<file path="config.mk">
export PLATFORM = sky130hd
export DESIGN_NAME = shts_seq
export DESIGN_NICKNAME = d
export VERILOG_FILES = /design/src/shts_pkg.sv /design/src/shts_seq.sv
export VERILOG_INCLUDE_DIRS = /design/src
export SDC_FILE = /design/constraint.sdc
export NUM_CORES = 1
export LEC_CHECK = 0
export BUFFER_PORTS_ARGS = -buffer_cell sky130_fd_sc_hd__buf_4
export CORE_MARGIN = 2
export CORE_UTILIZATION = 51
export DETAILED_ROUTE_END_ITERATION = 10
export MAX_ROUTING_LAYER = met4
export PLACE_DENSITY = 0.77
export RECOVER_POWER = 50
export SLEW_MARGIN = 10
export SYNTH_ARGS = -nofsm -noshare
export SYNTH_HDL_FRONTEND = slang
export SYNTH_SLANG_ARGS = --single-unit
</file>
<file path="constraint.sdc">
create_clock -name clk_sys -period 3.1 [get_ports clk_sys]
set_clock_uncertainty 0.1 [all_clocks]
set_input_delay 0.62 -clock clk_sys [delete_from_list [all_inputs] [get_ports clk_sys]]
set_output_delay 0.62 -clock clk_sys [all_outputs]
set_load 0.02 [all_outputs]
</file>
<file path="src/shts_map.svh">
// Purpose: Offsets, field positions, reset values and timings
// Assumes: 40 MHz system clock, 1 ms phase resolution
// Notes:   Byte addresses, one 32-bit word per register
`ifndef SHTS_MAP_SVH
`define SHTS_MAP_SVH
`define SHTS_CLK_HZ        40000000
`define SHTS_TICK_MS       1
`define SHTS_TICK_CYC      (`SHTS_CLK_HZ / 1000 * `SHTS_TICK_MS)
`define SHTS_ID_MS         2000
`define SHTS_FLASH_MS      250
`define SHTS_DUR_MIN_MS    20'h00001
`define SHTS_DUR_MAX_MS    20'hF423F
`define SHTS_RPT_MIN       7'h01
`define SHTS_RPT_MAX       7'h63
`define SHTS_RST_OPEN_MS   20'h003E8
`define SHTS_RST_CLOSED_MS 20'h003E8
`define SHTS_RST_RPT       7'h01
`define SHTS_OFS_CTRL      8'h00
`define SHTS_OFS_STEP      8'h04
`define SHTS_OFS_OPEN      8'h08
`define SHTS_OFS_CLOSED    8'h0C
`define SHTS_OFS_REPEAT    8'h10
`define SHTS_OFS_STATUS    8'h14
`define SHTS_CTRL_TRIG     0
`define SHTS_CTRL_SELC     1
`define SHTS_CTRL_MODE_LO  4
`define SHTS_STEP_UP       0
`define SHTS_STEP_DN       1
`define SHTS_ST_EN         0
`define SHTS_ST_DRV        1
`define SHTS_ST_DESYNC     2
`define SHTS_ST_WARN       3
`define SHTS_ST_ID         4
`define SHTS_ST_RPT_LO     8
`endif

</file>
<file path="src/shts_pkg.sv">
// Purpose: Types shared by the shutter timing sequencer
// Assumes: Constants come from shts_map.svh
// Notes:   Mode codes follow the front-panel stepping order
package shts_pkg;
   typedef enum logic [2:0] {
      MODE_SINGLE = 3'h0,
      MODE_CONT   = 3'h1,
      MODE_MANUAL = 3'h2,
      MODE_GATE   = 3'h3,
      MODE_REPEAT = 3'h4
   } shts_mode_t;

   typedef enum logic [5:0] {
      ST_IDLE   = 6'h01,
      ST_ARMED  = 6'h02,
      ST_OPEN   = 6'h04,
      ST_CLOSED = 6'h08,
      ST_MANUAL = 6'h10,
      ST_GATE   = 6'h20
   } shts_state_t;

   typedef struct packed {
      shts_mode_t  mode;
      logic        trig_pin_sel;
      logic        sel_closed;
      logic [19:0] open_ms;
      logic [19:0] closed_ms;
      logic [6:0]  repeat_cnt;
   } shts_cfg_t;

   typedef struct packed {
      logic enable_key;
      logic trig;
      logic ilk_closed;
      logic present;
      logic sensed_open;
   } shts_pins_t;
endpackage

</file>
<file path="src/shts_seq.sv">
// Purpose: Shutter open/closed timing sequencer with interlock and alarm
// Assumes: Plain register port, pins asynchronous to clk_sys
// Notes:   Saved settings come from an external nonvolatile store
//
// Strobed register access and the address map were decided locally.
`timescale 1ns/1ps
`include "shts_map.svh"

module shts_seq
   import shts_pkg::*;
#(
   parameter int unsigned TICK_CYC = `SHTS_TICK_CYC
)
(
   input  wire logic        clk_sys,
   input  wire logic        reset,
   input  wire logic [7:0]  reg_addr,
   input  wire logic [31:0] reg_wdata,
   input  wire logic        reg_wr,
   input  wire logic        reg_rd,
   output logic      [31:0] reg_rdata,
   input  wire shts_pins_t  pins,
   input  wire logic        nv_valid,
   input  wire shts_cfg_t   nv_cfg,
   output shts_cfg_t        nv_cfg_save,
   output logic             nv_save,
   output logic             coil_drive,
   output logic             ttl_out,
   output logic             enabled_led,
   output logic             interlock_warn,
   output logic             desync_alarm,
   output logic             id_screen
);

   function automatic shts_mode_t mode_step(shts_mode_t m, logic up);
      logic [2:0] v;
      v = m;
      if (up)
         v = (v == 3'h4) ? 3'h0 : 3'(v + 3'h1);
      else
         v = (v == 3'h0) ? 3'h4 : 3'(v - 3'h1);
      return shts_mode_t'(v);
   endfunction

   function automatic logic [19:0] dur_clamp(logic [31:0] d);
      if (d < 32'(`SHTS_DUR_MIN_MS))
         return `SHTS_DUR_MIN_MS;
      if (d > 32'(`SHTS_DUR_MAX_MS))
         return `SHTS_DUR_MAX_MS;
      return d[19:0];
   endfunction

   ////////////////////////////////////////////////////////////////////////
   // Pin synchronisers and edges
   shts_pins_t  pin_m_r;
   shts_pins_t  pin_s_r;
   logic        key_d_r;
   logic        trig_d_r;
   logic        key_press;
   logic        trig_edge;

   always_ff @(posedge clk_sys)
   begin
      if (reset)
      begin
         pin_m_r  <= '0;
         pin_s_r  <= '0;
         key_d_r  <= 1'b0;
         trig_d_r <= 1'b0;
      end
      else
      begin
         pin_m_r  <= pins;
         pin_s_r  <= pin_m_r;
         key_d_r  <= pin_s_r.enable_key;
         trig_d_r <= pin_s_r.trig;
      end
   end

   assign key_press = pin_s_r.enable_key & ~key_d_r;
   assign trig_edge = pin_s_r.trig ^ trig_d_r;

   ////////////////////////////////////////////////////////////////////////
   // 1 ms tick, identification time, warning flash
   logic [15:0] tick_cnt_r;
   logic        tick;
   logic [11:0] id_cnt_r;
   logic        id_busy_r;
   logic [8:0]  fl_cnt_r;
   logic        blink_r;

   assign tick = (tick_cnt_r == 16'(TICK_CYC - 1));

   always_ff @(posedge clk_sys)
   begin
      if (reset)
         tick_cnt_r <= 16'h0000;
      else
         tick_cnt_r <= tick ? 16'h0000 : 16'(tick_cnt_r + 16'h0001);
   end

   always_ff @(posedge clk_sys)
   begin
      if (reset)
      begin
         id_cnt_r  <= 12'h000;
         id_busy_r <= 1'b1;
      end
      else if (id_busy_r && tick)
      begin
         id_cnt_r <= 12'(id_cnt_r + 12'h001);
         if (id_cnt_r == 12'(`SHTS_ID_MS - 1))
            id_busy_r <= 1'b0;
      end
   end

   always_ff @(posedge clk_sys)
   begin
      if (reset)
      begin
         fl_cnt_r <= 9'h000;
         blink_r  <= 1'b0;
      end
      else if (tick)
      begin
         fl_cnt_r <= (fl_cnt_r == 9'(`SHTS_FLASH_MS - 1)) ? 9'h000
                     : 9'(fl_cnt_r + 9'h001);
         if (fl_cnt_r == 9'(`SHTS_FLASH_MS - 1))
            blink_r <= ~blink_r;
      end
   end

   ////////////////////////////////////////////////////////////////////////
   // Configuration registers
   shts_cfg_t   cfg_r;
   logic        nv_done_r;
   logic        wr_ctrl;

   assign wr_ctrl = reg_wr && (reg_addr == `SHTS_OFS_CTRL);

   always_ff @(posedge clk_sys)
   begin
      if (reset)
      begin
         cfg_r.mode       <= MODE_MANUAL;
         cfg_r.trig_pin_sel <= 1'b0;
         cfg_r.sel_closed <= 1'b0;
         cfg_r.open_ms    <= `SHTS_RST_OPEN_MS;
         cfg_r.closed_ms  <= `SHTS_RST_CLOSED_MS;
         cfg_r.repeat_cnt <= `SHTS_RST_RPT;
         nv_done_r        <= 1'b0;
      end
      else if (!nv_done_r)
      begin
         nv_done_r <= 1'b1;
         if (nv_valid)
            cfg_r <= nv_cfg;
      end
      else if (reg_wr)
      begin
         unique case (reg_addr)
            `SHTS_OFS_CTRL:
            begin
               cfg_r.trig_pin_sel <= reg_wdata[`SHTS_CTRL_TRIG];
               cfg_r.sel_closed <= reg_wdata[`SHTS_CTRL_SELC];
            end
            `SHTS_OFS_STEP:
            begin
               if (reg_wdata[`SHTS_STEP_UP])
                  cfg_r.mode <= mode_step(cfg_r.mode, 1'b1);
               else if (reg_wdata[`SHTS_STEP_DN])
                  cfg_r.mode <= mode_step(cfg_r.mode, 1'b0);
            end
            `SHTS_OFS_OPEN:   cfg_r.open_ms   <= dur_clamp(reg_wdata);
            `SHTS_OFS_CLOSED: cfg_r.closed_ms <= dur_clamp(reg_wdata);
            `SHTS_OFS_REPEAT:
               cfg_r.repeat_cnt <=
                  (reg_wdata < 32'(`SHTS_RPT_MIN)) ? `SHTS_RPT_MIN
                  : (reg_wdata > 32'(`SHTS_RPT_MAX)) ? `SHTS_RPT_MAX
                  : reg_wdata[6:0];
            default: ;
         endcase
      end
   end

   ////////////////////////////////////////////////////////////////////////
   // Sequencer
   shts_state_t st_r;
   logic        drive_r;
   logic [19:0] ph_cnt_r;
   logic [6:0]  rpt_left_r;
   logic        warn_r;
   logic        ilk_drop;
   logic        expire;
   logic        cyc_end;
   shts_state_t start_st;
   logic [19:0] start_cnt;

   assign ilk_drop  = !pin_s_r.ilk_closed && pin_s_r.present
                      && (st_r != ST_IDLE);
   assign expire    = tick && (ph_cnt_r == 20'h00001);
   assign cyc_end   = (st_r == ST_CLOSED) ^ cfg_r.sel_closed;
   assign start_st  = cfg_r.sel_closed ? ST_CLOSED : ST_OPEN;
   assign start_cnt = cfg_r.sel_closed ? cfg_r.closed_ms
                      : cfg_r.open_ms;

   always_ff @(posedge clk_sys)
   begin
      if (reset)
      begin
         st_r       <= ST_IDLE;
         drive_r    <= 1'b0;
         ph_cnt_r   <= 20'h00000;
         rpt_left_r <= 7'h00;
         warn_r     <= 1'b0;
      end
      else if (id_busy_r || !nv_done_r)
      begin
         st_r <= ST_IDLE;
      end
      else if (ilk_drop)
      begin
         st_r    <= ST_IDLE;
         drive_r <= 1'b0;
         warn_r  <= 1'b1;
      end
      else if (key_press)
      begin
         if (st_r != ST_IDLE)
         begin
            st_r    <= ST_IDLE;
            drive_r <= 1'b0;
         end
         else if (pin_s_r.ilk_closed)
         begin
            warn_r     <= 1'b0;
            rpt_left_r <= cfg_r.repeat_cnt;
            if (cfg_r.mode == MODE_MANUAL)
            begin
               st_r    <= ST_MANUAL;
               drive_r <= 1'b1;
            end
            else if (cfg_r.mode == MODE_GATE)
               st_r <= ST_GATE;
            else if (cfg_r.trig_pin_sel)
               st_r <= ST_ARMED;
            else
            begin
               st_r     <= start_st;
               ph_cnt_r <= start_cnt;
               drive_r  <= !cfg_r.sel_closed;
            end
         end
      end
      else
      begin
         unique case (st_r)
            ST_ARMED:
               if (trig_edge)
               begin
                  st_r     <= start_st;
                  ph_cnt_r <= start_cnt;
                  drive_r  <= !cfg_r.sel_closed;
                  rpt_left_r <= cfg_r.repeat_cnt;
               end
            ST_OPEN, ST_CLOSED:
               if (expire && cyc_end)
               begin
                  if (cfg_r.mode == MODE_CONT
                      || (cfg_r.mode == MODE_REPEAT
                          && rpt_left_r != 7'h01))
                  begin
                     st_r       <= start_st;
                     ph_cnt_r   <= start_cnt;
                     drive_r    <= !cfg_r.sel_closed;
                     rpt_left_r <= 7'(rpt_left_r - 7'h01);
                  end
                  else
                  begin
                     st_r <= (cfg_r.mode == MODE_SINGLE && cfg_r.trig_pin_sel)
                             ? ST_ARMED : ST_IDLE;
                     drive_r    <= 1'b0;
                     rpt_left_r <= 7'h00;
                  end
               end
               else if (expire)
               begin
                  st_r     <= (st_r == ST_OPEN) ? ST_CLOSED : ST_OPEN;
                  ph_cnt_r <= (st_r == ST_OPEN) ? cfg_r.closed_ms
                              : cfg_r.open_ms;
                  drive_r  <= (st_r != ST_OPEN);
               end
               else if (tick)
                  ph_cnt_r <= 20'(ph_cnt_r - 20'h00001);
            ST_GATE:
               drive_r <= pin_s_r.trig;
            default: ;
         endcase
      end
   end

   ////////////////////////////////////////////////////////////////////////
   // Alarm, outputs, snapshot of settings
   logic        drv_d_r;
   logic        desync_p;
   logic        stat_desync_r;
   logic        desync_clr;
   logic        en_accept;

   assign desync_p = pin_s_r.present && (drive_r != drv_d_r)
                     && (pin_s_r.sensed_open != drv_d_r);
   assign desync_clr = reg_wr && (reg_addr == `SHTS_OFS_STATUS)
                       && reg_wdata[`SHTS_ST_DESYNC];
   // Only an accepted enabling press snapshots the settings
   assign en_accept  = key_press && (st_r == ST_IDLE) && pin_s_r.ilk_closed
                       && nv_done_r && !id_busy_r;

   always_ff @(posedge clk_sys)
   begin
      if (reset)
      begin
         drv_d_r        <= 1'b0;
         desync_alarm   <= 1'b0;
         stat_desync_r  <= 1'b0;
         ttl_out        <= 1'b0;
         interlock_warn <= 1'b0;
         nv_save        <= 1'b0;
         nv_cfg_save    <= '0;
      end
      else
      begin
         drv_d_r        <= drive_r;
         desync_alarm   <= desync_p;
         stat_desync_r  <= desync_p | (stat_desync_r & ~desync_clr);
         ttl_out        <= pin_s_r.present ? pin_s_r.sensed_open
                           : drive_r;
         interlock_warn <= warn_r & blink_r;
         nv_save        <= en_accept;
         if (en_accept)
            nv_cfg_save <= cfg_r;
      end
   end

   assign coil_drive  = drive_r;
   assign enabled_led = (st_r != ST_IDLE);
   assign id_screen   = id_busy_r;

   always_ff @(posedge clk_sys)
   begin
      if (reset)
         reg_rdata <= 32'h00000000;
      else if (reg_rd)
      begin
         unique case (reg_addr)
            `SHTS_OFS_CTRL:   reg_rdata <= {25'h0, cfg_r.mode, 2'h0,
                                 cfg_r.sel_closed, cfg_r.trig_pin_sel};
            `SHTS_OFS_OPEN:   reg_rdata <= {12'h000, cfg_r.open_ms};
            `SHTS_OFS_CLOSED: reg_rdata <= {12'h000, cfg_r.closed_ms};
            `SHTS_OFS_REPEAT: reg_rdata <= {25'h0, cfg_r.repeat_cnt};
            `SHTS_OFS_STATUS: reg_rdata <= {17'h0, rpt_left_r, 3'h0,
                                 id_busy_r, warn_r, stat_desync_r,
                                 drive_r, enabled_led};
            default:          reg_rdata <= 32'h00000000;
         endcase
      end
   end

   ////////////////////////////////////////////////////////////////////////
   // Checks
   logic ok_run;
   assign ok_run = nv_done_r && !id_busy_r;

   a_idle_drive_low: assert property (@(posedge clk_sys) disable iff (reset)
      (st_r == ST_IDLE) |-> !drive_r)
      else $error("drive active while idle");
   a_key_disables: assert property (@(posedge clk_sys) disable iff (reset)
      (ok_run && key_press && st_r != ST_IDLE) |=> st_r == ST_IDLE)
      else $error("key press did not disable");
   a_refuse_open_ilk: assert property (@(posedge clk_sys) disable iff (reset)
      (st_r == ST_IDLE && !pin_s_r.ilk_closed) |=> st_r == ST_IDLE)
      else $error("enabled with interlock open");
   a_ilk_closes: assert property (@(posedge clk_sys) disable iff (reset)
      (ok_run && ilk_drop) |=> (!coil_drive && warn_r
      && st_r == ST_IDLE))
      else $error("interlock did not close shutter");
   a_gate_follow: assert property (@(posedge clk_sys) disable iff (reset)
      (ok_run && st_r == ST_GATE && !key_press && !ilk_drop)
      |=> drive_r == $past(pin_s_r.trig))
      else $error("gate drive not following trigger");
   a_ttl_source: assert property (@(posedge clk_sys) disable iff (reset)
      1'b1 |=> ttl_out == ($past(pin_s_r.present)
      ? $past(pin_s_r.sensed_open) : $past(drive_r)))
      else $error("ttl output wrong source");
   a_phase_expire: assert property (@(posedge clk_sys) disable iff (reset)
      (ok_run && st_r == ST_OPEN && expire && !key_press && !ilk_drop
      && !cyc_end) |=> (st_r == ST_CLOSED && !drive_r
      && ph_cnt_r == $past(cfg_r.closed_ms)))
      else $error("open phase did not hand over");
   a_desync_flag: assert property (@(posedge clk_sys) disable iff (reset)
      desync_p |=> (desync_alarm && stat_desync_r))
      else $error("desync not flagged");
   a_no_sensor: assert property (@(posedge clk_sys) disable iff (reset)
      !pin_s_r.present |-> !desync_p)
      else $error("alarm without sensing shutter");
   a_mode_step: assert property (@(posedge clk_sys) disable iff (reset)
      (nv_done_r && reg_wr && reg_addr == `SHTS_OFS_STEP
      && reg_wdata[`SHTS_STEP_UP])
      |=> cfg_r.mode == mode_step($past(cfg_r.mode), 1'b1))
      else $error("mode step wrong");
   a_id_hold: assert property (@(posedge clk_sys) disable iff (reset)
      id_busy_r |=> st_r == ST_IDLE)
      else $error("operation during identification");

   c_manual: cover property (@(posedge clk_sys) disable iff (reset)
      st_r == ST_IDLE ##1 st_r == ST_MANUAL);
   c_rpt_done: cover property (@(posedge clk_sys) disable iff (reset)
      cfg_r.mode == MODE_REPEAT && st_r == ST_CLOSED ##1 st_r == ST_IDLE);
   c_desync: cover property (@(posedge clk_sys) disable iff (reset)
      desync_p);
   c_gate: cover property (@(posedge clk_sys) disable iff (reset)
      st_r == ST_GATE && drive_r);

endmodule // shts_seq

</file>
==> impl_metrics.tcl <==
set metrics [dict create \
    pwr_density_cell_nw_per_um2 473 \
    cts-resized-gates 0 \
    cts_tree "built" \
    ys_seq_elements 217 \
    yosysTopAreaCell "dfxtp_1" \
    yosysTopAreaCellShare 0.388 \
    synth-seq-area-share 0.388 \
    hold_violations 0 \
    crit_path_end_kind "flip-flop" \
    wl_per_cell_um 19.7 \
    max_cap_violations 0 \
    worst_slew_pin_slew_ns 1.29 \
    drt-initial-drc-count 1236 \
    register_area_um2 4340 \
    syn_area_per_cell_um2 7.96 \
    drv_slew 0 \
    finalSetupViolCount 0 \
    postCtsSetupRepairBufs 0 \
    synth_top_family_by_area "simple AND/OR/NAND/NOR gates" \
    dp_worst_setup_slack_ns 0.00363 \
    leakage_nw 5.05 \
    drt_pass1_iterations 6 \
    maxSlewHeadroom 0.140 \
    crit_type "reg -> reg" \
    final.period_utilization 0.964 \
    required_ns 3.45 \
    hpwl_mm 26.8 \
    overflow 0 \
    synth_adder_area_share 0.0157 \
    grt_pass1_wl_mm 57.7 \
    synth_common_cells "dfxtp_1 (217), nand2_1 (202), a21oi_1 (155), nor2_1 (105), clkbuf_1 (80)" \
    netlist_instances 1405 \
    yosysWarningCount 0 \
    layout-drive-gt1-share 0.146 \
    worst_slack_ns 0.112 \
    hold_path.class "in -> reg" \
    dieArea_um2 23100 \
    syn_area_um2 11200 \
    die_h_um 152 \
    synth_compound_area_frac 0.207 \
    antennaDiodeCount 0 \
    rsz0062_at_grt "no" \
    synth_edf_count 0 \
    start_util 0.516 \
    die_w_um 152 \
    cts_root_buf "clkbuf_16" \
    drtAntennaViolNets 0 \
    totalWireLength_mm 36.8 \
    fillCellCount 1967 \
    ctsHoldBuffers 0 \
    crit_fanout 18 \
    vias 11300 \
    muxShareOfSynthArea 0.0374 \
    grt_pass1_vias 10600 \
    clkLatencyLatePin_ns 0.55 \
    h-tree-depth 1 \
    synth_area_leaders "dfxtp_1 (39%), a21oi_1 (6.9%), nand2_1 (6.8%), nor2_1 (3.5%), nor2b_1 (2.8%)" \
    clk_transition_reported_paths_ns 0.06 \
    final_cells 1871 \
    layout.nets 1690 \
    vdd_ir_drop_max_mv 0.482 \
    max-clock-path-buffers 3 \
    period_minus_slack_ns 2.99 \
    gp_congestion 0.953 \
    cp-start-kind "flip-flop" \
    status "completed" \
    grt_start_max_net_pins 105 \
    io_pins 193 \
    cts_sinks 217 \
    ys.flop_type "dfxtp_1" \
    area_delta_synth_final_pct 20.1 \
    synth-async-reset-ratio 0 \
    vias_per_cell 6.07 \
    rows 54 \
    multi_input_area_um2 6330 \
    cts_buffers 24 \
    synth_xor_area_frac 0.0384 \
    coreArea_um2 21700 \
    finalSetupTns_ns 0 \
    antenna_found_initial 0 \
    cp.arrival_ns 3.33 \
    synth_simple_gate_area_share 0.261 \
    synth_most_common_cell "dfxtp_1" \
    netlist-cell-type-count 69 \
    track_usage 0.314 \
    fmax_ghz 0.335 \
    placed_cells 1828 \
    drc 0 \
    port_buffers 180 \
]
## power breakdown
| group | internal (mW) | switching, mW |
|---|---|---|
| logic | 0.217 | 0.301 |
| registers | 2.84 | 0.0955 |
| clock network | 1.71 | 1.18 |
| total | 4.77 | 1.58 |
## final cells by class
cell class                 count  share of cell area
multi-input combinational   1062               0.471
sequential                   217               0.323
timing repair buffer         236               0.110
clock buffer                  38              0.0546
tap                          280              0.0261
inverter                      33             0.00922
clock inverter                 5             0.00559
## metrics by stage
| stage | area [µm²] | utilization | hold WS [ns] | total power [mW] |
|---|---|---|---|---|
| floorplan | 11200 | - | 0.314 | 3.26 |
| global placement | 12900 | 0.597 | 0.318 | 3.50 |
| detailed placement | 12900 | 0.597 | 0.326 | 3.51 |
| CTS | 13700 | 0.634 | 0.180 | 6.36 |
| global route | 13400 | 0.619 | 0.200 | 6.51 |
| finish | 13400 | 0.619 | 0.187 | 6.35 |
## worst max-delay path, cell delays in order (launching register included)
cell and delay, ns:
dfxtp_1 0.35, or4b_4 0.58, nor4_4 0.34, nor2_1 0.10, or4_4 0.53, or3_1 0.36, buf_4 0.23, o32ai_1 0.31
## sequential cells by signal (all words and copies together), names as in the netlist, 5 cells and up
name,cells
ph_cnt_r,20
pin_s_r,5
reg_rdata,20
cfg_r,52
pin_m_r,5
tick_cnt_r,16
nv_cfg_save,52
id_cnt_r,12
fl_cnt_r,9
st_r,6
rpt_left_r,7
## cell usage in the layout (no fill, tap or decap), types with 5 or more instances in the layout
| cell type | netlist | routed |
|---|---|---|
| o32ai_2 | 8 | 9 |
| a22o_1 | 14 | 14 |
| nor4_1 | 14 | 14 |
| inv_1 | 32 | 32 |
| clkbuf_8 | 0 | 8 |
| clkbuf_16 | 0 | 24 |
| nand2_1 | 202 | 202 |
| conb_1 | 1 | 12 |
| xor2_1 | 25 | 25 |
| or3_1 | 21 | 21 |
| nor2b_1 | 50 | 50 |
| nor3_1 | 35 | 35 |
| a22oi_1 | 8 | 8 |
| o21ai_0 | 46 | 46 |
| or4_1 | 10 | 10 |
| o32ai_1 | 12 | 11 |
| mux2i_1 | 26 | 26 |
| mux2_2 | 14 | 14 |
| nand2b_1 | 16 | 16 |
| o2bb2ai_1 | 15 | 15 |
| a31oi_1 | 14 | 14 |
| dfxtp_1 | 217 | 217 |
| xnor2_1 | 24 | 24 |
| and3_1 | 26 | 25 |
| buf_4 | 12 | 147 |
| clkbuf_1 | 80 | 89 |
| nor2_1 | 105 | 105 |
| a21oi_1 | 155 | 155 |
| nand4_1 | 19 | 19 |
| o211ai_1 | 7 | 7 |
| and4_1 | 5 | 5 |
| nand3_1 | 58 | 57 |
| ha_1 | 14 | 14 |
| a211oi_1 | 41 | 41 |
## final timing paths
check | endpoint | cells after the start | slack, ns | startpoint
setup reg to reg | ph_cnt_r[7] | 7 | 0.11 | tick_cnt_r[6]
hold reg to reg | pin_s_r[2] | 1 | 0.34 | pin_m_r[2]
setup / recovery | ph_cnt_r[7] | 7 | 0.11 | tick_cnt_r[6]
hold / removal | pin_m_r[1] | 2 | 0.19 | pins[1]
## logic make-up after synthesis
| kind of cell | Yosys count |
|---|---|
| adder cells (fa/ha/maj) | 14 |
| other | 1 |
| AND/OR/NAND/NOR | 590 |
| XOR/XNOR | 49 |
| buffers and inverters | 137 |
| multiplexers | 40 |
| AO/OA/AOI/OAI | 357 |
| flip-flops | 217 |
## routing by layer
metal / track usage / vias up / share of wire
li1: - / 5327 / -
met1: 0.414 / 5315 / 0.41
met3: 0.0362 / 93 / 0.088
met2: 0.510 / 613 / 0.47
met5: - / - / 0
met4: 0.0935 / 0 / 0.029
Power figures use the tool's default switching activity.
